$ cat src/reset_seq_pkg.sv
// package: reset sequencer types, encodings and timing constants
package reset_seq_pkg;

  // --------------------------------------------------------------------
  // sequence kinds
  // --------------------------------------------------------------------
  typedef enum logic [2:0] {
    SEQ_DESTRUCTIVE_BIST   = 3'h0,
    SEQ_DESTRUCTIVE_NOBIST = 3'h1,
    SEQ_EXTERNAL_LONG      = 3'h2,
    SEQ_FUNCTIONAL_LONG    = 3'h3,
    SEQ_FUNCTIONAL_SHORT   = 3'h4
  } seq_kind_type;

  // --------------------------------------------------------------------
  // sequencer states, one-hot
  // --------------------------------------------------------------------
  typedef enum logic [5:0] {
    ST_POR_HOLD = 6'h01,
    ST_PHASE    = 6'h02,
    ST_FINAL    = 6'h04,
    ST_EXTEND   = 6'h08,
    ST_BOOT     = 6'h10,
    ST_RUN      = 6'h20
  } seq_state_type;

  // functional reset request carried from the reset sources
  typedef struct packed {
    logic valid;
    logic long_seq;
    logic pin_drive;
  } func_req_type;

  // reset pin as open-drain pad signals
  typedef struct packed {
    logic out;
    logic oe;
  } pin_drive_type;

  // --------------------------------------------------------------------
  // timing
  // --------------------------------------------------------------------
  localparam int CLK_MHZ          = 50;
  localparam int DR_US            = 50;
  localparam int FRL_US           = 50;
  localparam int FRS_MIN_US       = 2;
  localparam int FRS_MAX_US       = 7;
  localparam int DRB_MS           = 25;
  localparam int DR_CYCLES        = DR_US * CLK_MHZ;
  localparam int FRL_CYCLES       = FRL_US * CLK_MHZ;
  localparam int FRS_CYCLES       = FRS_MIN_US * CLK_MHZ;
  localparam int FRS_MAX_CYCLES   = FRS_MAX_US * CLK_MHZ;
  localparam int DRB_CYCLES       = DRB_MS * 1000 * CLK_MHZ;
  localparam int FINAL_CYCLES     = 16;
  localparam int CNT_W            = 24;
  localparam logic [1:0] PIN_RESET_VAL = 2'h0;

endpackage : reset_seq_pkg

$ cat src/reset_seq_ctrl.sv
// reset sequencer with open-drain reset pin control
// Operation
// - start internal reset sequence when power-on reset input is released
// - reset pin is bidirectional; device or external generator pulls it low
// - device only drives pin low or releases it, never high
// - device releases pin at end of internal sequence
// - pin held low externally past final phase extends the sequence
// - functional sequences drive pin only if source pin-drive enable set
// - five sequences: destructive with/without BIST, external, functional long/short
// - application starts only after boot code completes and jumps
// - short functional sequence lasts between 2 and 7 microseconds
module reset_seq_ctrl #(
  parameter int DRB_CYCLES   = reset_seq_pkg::DRB_CYCLES,
  parameter int DR_CYCLES    = reset_seq_pkg::DR_CYCLES,
  parameter int FRL_CYCLES   = reset_seq_pkg::FRL_CYCLES,
  parameter int FRS_CYCLES   = reset_seq_pkg::FRS_CYCLES,
  parameter int FINAL_CYCLES = reset_seq_pkg::FINAL_CYCLES
) (
  input  wire logic                       core_clk_i,
  input  wire logic                       nrst_i,
  input  wire logic                       clk_en_i,
  input  wire logic                       external_power_on_reset_n_i,
  input  wire logic                       bist_enable_i,
  input  wire logic                       destructive_req_i,
  input  wire logic                       external_req_i,
  input  wire reset_seq_pkg::func_req_type func_req_i,
  input  wire logic                       boot_done_i,
  input  wire logic                       reset_pin_i,
  output logic                            reset_pin_o,
  output logic                            reset_pin_oe_o,
  output logic                            in_reset_o,
  output logic                            app_run_o,
  output reset_seq_pkg::seq_kind_type     seq_kind_o
);

  // --------------------------------------------------------------------
  // pin synchroniser
  // --------------------------------------------------------------------
  logic pin_meta;
  logic pin_sync;

  // two flops, only the second is used
  always_ff @(posedge core_clk_i or negedge nrst_i) begin
    if (!nrst_i) begin
      pin_meta <= 1'b0;
      pin_sync <= 1'b0;
    end else if (clk_en_i) begin
      pin_meta <= reset_pin_i;
      pin_sync <= pin_meta;
    end
  end

  // --------------------------------------------------------------------
  // sequencer
  // --------------------------------------------------------------------
  reset_seq_pkg::seq_state_type state;
  reset_seq_pkg::seq_state_type next_state;
  reset_seq_pkg::seq_kind_type  kind;
  reset_seq_pkg::seq_kind_type  next_kind;
  logic [reset_seq_pkg::CNT_W-1:0] cnt;
  logic [reset_seq_pkg::CNT_W-1:0] next_cnt;
  logic drive;
  logic next_drive;
  logic in_reset;
  logic next_in_reset;
  logic app_run;
  logic next_app_run;

  // phase length for each sequence kind
  function automatic logic [reset_seq_pkg::CNT_W-1:0] phase_len(
    input reset_seq_pkg::seq_kind_type k
  );
    case (k)
      reset_seq_pkg::SEQ_DESTRUCTIVE_BIST:   phase_len = reset_seq_pkg::CNT_W'(DRB_CYCLES);
      reset_seq_pkg::SEQ_DESTRUCTIVE_NOBIST: phase_len = reset_seq_pkg::CNT_W'(DR_CYCLES);
      reset_seq_pkg::SEQ_EXTERNAL_LONG:      phase_len = reset_seq_pkg::CNT_W'(DRB_CYCLES);
      reset_seq_pkg::SEQ_FUNCTIONAL_LONG:    phase_len = reset_seq_pkg::CNT_W'(FRL_CYCLES);
      default:                               phase_len = reset_seq_pkg::CNT_W'(FRS_CYCLES);
    endcase
  endfunction

  // next-state logic
  always_comb begin
    next_state    = state;
    next_kind     = kind;
    next_cnt      = cnt;
    next_drive    = drive;
    next_in_reset = in_reset;
    next_app_run  = app_run;
    case (state)
      reset_seq_pkg::ST_POR_HOLD: begin
        next_drive    = 1'b1;
        next_in_reset = 1'b1;
        if (external_power_on_reset_n_i) begin
          next_kind  = bist_enable_i ? reset_seq_pkg::SEQ_DESTRUCTIVE_BIST
                                     : reset_seq_pkg::SEQ_DESTRUCTIVE_NOBIST;
          next_cnt   = '0;
          next_state = reset_seq_pkg::ST_PHASE;
        end
      end
      reset_seq_pkg::ST_PHASE: begin
        next_cnt = cnt + 1'b1;
        if (cnt + reset_seq_pkg::CNT_W'(FINAL_CYCLES) + 1'b1 >= phase_len(kind)) begin
          next_cnt   = '0;
          next_state = reset_seq_pkg::ST_FINAL;
        end
      end
      reset_seq_pkg::ST_FINAL: begin
        next_cnt = cnt + 1'b1;
        if (cnt == reset_seq_pkg::CNT_W'(FINAL_CYCLES - 1)) begin
          next_drive = 1'b0;
          next_state = reset_seq_pkg::ST_EXTEND;
        end
      end
      reset_seq_pkg::ST_EXTEND: begin
        next_drive = 1'b0;
        if (pin_sync) begin
          next_in_reset = 1'b0;
          next_state    = reset_seq_pkg::ST_BOOT;
        end
      end
      reset_seq_pkg::ST_BOOT: begin
        if (boot_done_i) begin
          next_app_run = 1'b1;
          next_state   = reset_seq_pkg::ST_RUN;
        end
      end
      reset_seq_pkg::ST_RUN: begin
        // new reset requests, destructive first
        if (destructive_req_i || external_req_i || func_req_i.valid) begin
          next_app_run  = 1'b0;
          next_in_reset = 1'b1;
          next_cnt      = '0;
          next_state    = reset_seq_pkg::ST_PHASE;
          if (destructive_req_i) begin
            next_drive = 1'b1;
            next_kind  = bist_enable_i ? reset_seq_pkg::SEQ_DESTRUCTIVE_BIST
                                       : reset_seq_pkg::SEQ_DESTRUCTIVE_NOBIST;
          end else if (external_req_i) begin
            next_drive = 1'b1;
            next_kind  = reset_seq_pkg::SEQ_EXTERNAL_LONG;
          end else begin
            next_drive = func_req_i.pin_drive;
            next_kind  = func_req_i.long_seq ? reset_seq_pkg::SEQ_FUNCTIONAL_LONG
                                             : reset_seq_pkg::SEQ_FUNCTIONAL_SHORT;
          end
        end else if (!pin_sync) begin
          // external generator pulls pin low: external long sequence
          next_app_run  = 1'b0;
          next_in_reset = 1'b1;
          next_cnt      = '0;
          next_drive    = 1'b1;
          next_kind     = reset_seq_pkg::SEQ_EXTERNAL_LONG;
          next_state    = reset_seq_pkg::ST_PHASE;
        end
      end
      default: begin
        next_state = reset_seq_pkg::ST_POR_HOLD;
      end
    endcase
    if (!external_power_on_reset_n_i) begin
      next_state    = reset_seq_pkg::ST_POR_HOLD;
      next_drive    = 1'b1;
      next_in_reset = 1'b1;
      next_app_run  = 1'b0;
    end
  end

  // state registers
  always_ff @(posedge core_clk_i or negedge nrst_i) begin
    if (!nrst_i) begin
      state    <= reset_seq_pkg::ST_POR_HOLD;
      kind     <= reset_seq_pkg::SEQ_DESTRUCTIVE_NOBIST;
      cnt      <= '0;
      drive    <= 1'b1;
      in_reset <= 1'b1;
      app_run  <= 1'b0;
    end else if (clk_en_i) begin
      state    <= next_state;
      kind     <= next_kind;
      cnt      <= next_cnt;
      drive    <= next_drive;
      in_reset <= next_in_reset;
      app_run  <= next_app_run;
    end
  end

  // --------------------------------------------------------------------
  // outputs
  // --------------------------------------------------------------------
  reset_seq_pkg::pin_drive_type pin;
  reset_seq_pkg::pin_drive_type next_pin;

  // pin level is always low; only the enable moves
  always_comb begin
    next_pin.out = 1'b0;
    next_pin.oe  = next_drive;
  end

  always_ff @(posedge core_clk_i or negedge nrst_i) begin
    if (!nrst_i) begin
      pin        <= '{out: 1'b0, oe: 1'b1};
      seq_kind_o <= reset_seq_pkg::SEQ_DESTRUCTIVE_NOBIST;
    end else if (clk_en_i) begin
      pin        <= next_pin;
      seq_kind_o <= next_kind;
    end
  end

  assign reset_pin_o    = pin.out;
  assign reset_pin_oe_o = pin.oe;
  assign in_reset_o     = in_reset;
  assign app_run_o      = app_run;

endmodule // reset_seq_ctrl

$ cat config.mk
export PLATFORM = sky130hd
export DESIGN_NAME = reset_seq_ctrl
export DESIGN_NICKNAME = d
export VERILOG_FILES = /design/src/reset_seq_pkg.sv /design/src/reset_seq_ctrl.sv
export SDC_FILE = /design/constraint.sdc
export NUM_CORES = 1
export LEC_CHECK = 0
export BUFFER_PORTS_ARGS = -buffer_cell sky130_fd_sc_hd__buf_2
export CORE_MARGIN = 5
export CORE_UTILIZATION = 23
export CTS_CLUSTER_DIAMETER = 60
export DETAILED_ROUTE_END_ITERATION = 10
export PLACE_DENSITY = 0.36
export SETUP_SLACK_MARGIN = 0.2
export SLEW_MARGIN = 30
export SYNTH_ARGS = -nofsm -noshare
export SYNTH_HDL_FRONTEND = slang
export SYNTH_SLANG_ARGS = --single-unit
$ cat constraint.sdc
create_clock -name core_clk_i -period 4.08 [get_ports core_clk_i]
set_clock_uncertainty 0.05 [all_clocks]
set_input_delay 0.612 -clock core_clk_i [delete_from_list [all_inputs] [get_ports core_clk_i]]
set_output_delay 0.612 -clock core_clk_i [all_outputs]
set_load 0.01 [all_outputs]
==> flow_summary.toml <==
[status]
status = "finished, final reports clean"

[yosys]
synth-seq-area-share_pct = 31.1
ys_warn_count = 0
netlist_area_um2 = 3070
synth_cell_types = 62
yosysTopAreaCell = "dfrtp_1"
synthArstFlopShare_pct = 100
synth-edff-count = 0
synth_top_area_share_pct = 27.7
synth_area_leaders = "dfrtp_1, xnor2_1, xor2_1"
synthCells = 356
synth-main-ff-cell = "dfrtp_1"
syn_nets = 381
syn_area_per_cell_um2 = 8.62
ys_ff_latch = 38

[clocking]
cts_sinks = 38
cts_root_buf = "clkbuf_16"
clk_path_buf_depth = 2
numCtsBuffers = 5
cts_tree = "yes"
post_cts_buffers = 0
ctsResizeCount = 0
clk-insertion-delay-late_ps = 290
clkTransAtPathRegs_ps = 70
htreeDepth = 2
cts-hold-fix-buffers = 0

[power]
p_leak_nw = 1.44
p_switching_mw = 0.333
p_seq_share_pct = 38.3
intPower_mw = 0.776
pwr-share-clk_pct = 40.7
pwr_density_cell_nw_per_um2 = 325
switching_share_pct = 30.1
max-vdd-ir-drop_uv = 154
power_frac_comb_pct = 20.9

[setup_path]
cpPeakStageDelay_ps = 650
critPathLaunch = "cnt[0]"
cp.required_ps = 4230
r2r_start = "cnt[0]"
worstPathCellList = "ha_1 > nand3_1 > xor2_1 > ha_1 > or4b_2 > a21oi_1 > a2111oi_2 > a221oi_4 > a21oi_2 > buf_4 > nor3_1"
crit_path_max_fanout = 13
cp-start-kind = "register"
path_common_cell = "ha_1"
critPathKind = "register to register"
ff2ff_path_depth = 11
arrival_ps = 3540
r2r_end = "cnt[2]"
critical_path.top_delay_family = "simple AND/OR/NAND/NOR gates"
worst-path-buf-inv = 1
crit_path_end_kind = "register"
r2r_setup_slack_ps = 690
cp_slowest_cell = "or4b_2"

[sta]
maxSlewHeadroom_pct = 64.9
finalSetupViolCount = 0
worst_slew_pin_slew_ps = 527
fin_crit_sh_pct = 83.1
rsz0062_at_grt = "no"
drv_slew = 0
max_freq_ghz = 0.295
final.min_clock_period_ps = 3390
final-hold-violation-count = 0
finalSetupTns_ps = 0

[worst_hold_path]
hp-class = "input port to asynchronous set/reset pin"

[finish]
final_common_cell = "nor2_1"
n_antenna_cell = 0
area_growth_pct = 11.0
final_nets = 381
final_cell_mix = "nor2_1, dfrtp_1, xnor2_1, nand2_1, nor2_2"
fill_cells = 1414
final_cells = 533
drive_above_1_share_pct = 20.4

[routing]
drc_errors = 0
via_count = 2489
finalWirelength_um = 8130
viasPerCell = 4.67
ant_nets = 0
wl_per_cell_um = 15.2
detail_route.iter0.violations = 186
first_pass_iters = 4

[floorplanning]
boundaryPins = 19
die_x_um = 126
fp.dieH_um = 126
start_util_pct = 23.3
die_area_um2 = 15800
num_rows = 42
core-area_um2 = 13200

[flow_run]
maxCapViolCount = 0

[global_route]
grt_pass1_vias = 2469
grt_pass1_wl_um = 13400
antenna_found_initial = 0
grt.overflow.total = 0
grt.total_usage_pct = 10.5
grt_max_degree = 39

[place]
globalplace.congestion = 0.789
io_buffers = 17
dpl.hpwl_um = 6170
dp_cells = 525
power by group through the flow:
| stage | Sequential [mW] | Combinational [mW] | Clock, mW |
|---|---|---|---|
| 4_1_cts | 0.426 | 0.235 | 0.470 |
| 5_1_grt | 0.429 | 0.262 | 0.481 |
| 2_1_floorplan | 0.420 | 0.176 | 0 |
| 6_report | 0.425 | 0.232 | 0.452 |
| 3_3_place_gp | 0.433 | 0.234 | 0 |
| 3_5_place_dp | 0.434 | 0.232 | 0 |
synthesized netlist by cell type (3+ instances only):
library cell,number
xnor2_1,26
nor2_2,20
inv_1,7
nor2_1,38
nor3b_1,4
or2_2,3
or4_1,4
clkbuf_1,6
nand2_1,26
nor3_1,14
dfstp_2,4
and4_1,3
dfrtp_1,34
mux2_2,4
xor2_1,19
nand3_1,14
buf_4,4
and3_1,5
buf_6,3
o21ai_0,12
nand4_1,9
a21oi_1,12
ha_1,13
nor4_1,7
o211ai_1,3
a31oi_1,3
and2_1,5
buf_2,13
stage by stage:
| stage | worst slack, ps | power (mW) | hold WS [ps] | instance area, um^2 | util, % |
|---|---|---|---|---|---|
| 3_5_place_dp | 717 | 0.666 | 436 | 3240 | 24.6 |
| 2_1_floorplan | 1140 | 0.596 | 266 | 3070 | - |
| 6_report | 691 | 1.11 | 257 | 3410 | 25.8 |
| 5_1_grt | 448 | 1.17 | 303 | 3410 | 25.8 |
| 4_1_cts | 665 | 1.13 | 440 | 3410 | 25.8 |
| 3_3_place_gp | 787 | 0.667 | 425 | 3240 | 24.6 |
sequential cells by signal, summed over array words and instances, names as in the netlist:
signal / count
in_reset_o: 1
seq_kind_o: 3
cnt: 24
reset_pin_oe_o: 1
pin_sync: 1
pin_meta: 1
app_run_o: 1
state: 6
worst max path at each step:
stage / to / slack, ps / cells past startpoint
6_report: cnt[2] / 690 / 11
5_1_grt: cnt[2] / 450 / 11
3_3_place_gp: cnt[2] / 790 / 11
4_1_cts: cnt[2] / 670 / 11
2_1_floorplan: cnt[13] / 1140 / 11
3_5_place_dp: cnt[2] / 720 / 11
final cells by class:
| type | count | area, um^2 | share of cell area (%) |
|---|---|---|---|
| well taps | 176 | 220 | 6.46 |
| clock inverters | 2 | 37.5 | 1.10 |
| clock buffers | 6 | 129 | 3.78 |
| inverters | 7 | 26.3 | 0.771 |
| repair buffers | 19 | 103 | 3.01 |
| flip-flops and latches | 38 | 956 | 28.0 |
| multi-input cells | 285 | 1940 | 56.8 |
layer usage:
layer  vias up  track usage (%)  part of all wire [%]
met1      1193             14.6                    50
met3         7             2.17                   3.4
li1       1253                -                     -
met2        36             16.7                    46
met5         -                0                     0
met4         0             2.49                   1.0
kinds of logic after synthesis:
family | count (synthesis) | synth area share (%)
other cells | 1 | 0.122
mux | 6 | 2.12
flops | 38 | 31.1
xor+xnor | 45 | 12.8
simple gates | 168 | 30.4
fa+ha+maj | 13 | 5.30
compound gates | 52 | 12.3
buf+inv | 33 | 5.79
(Power assumes the default switching activity.)
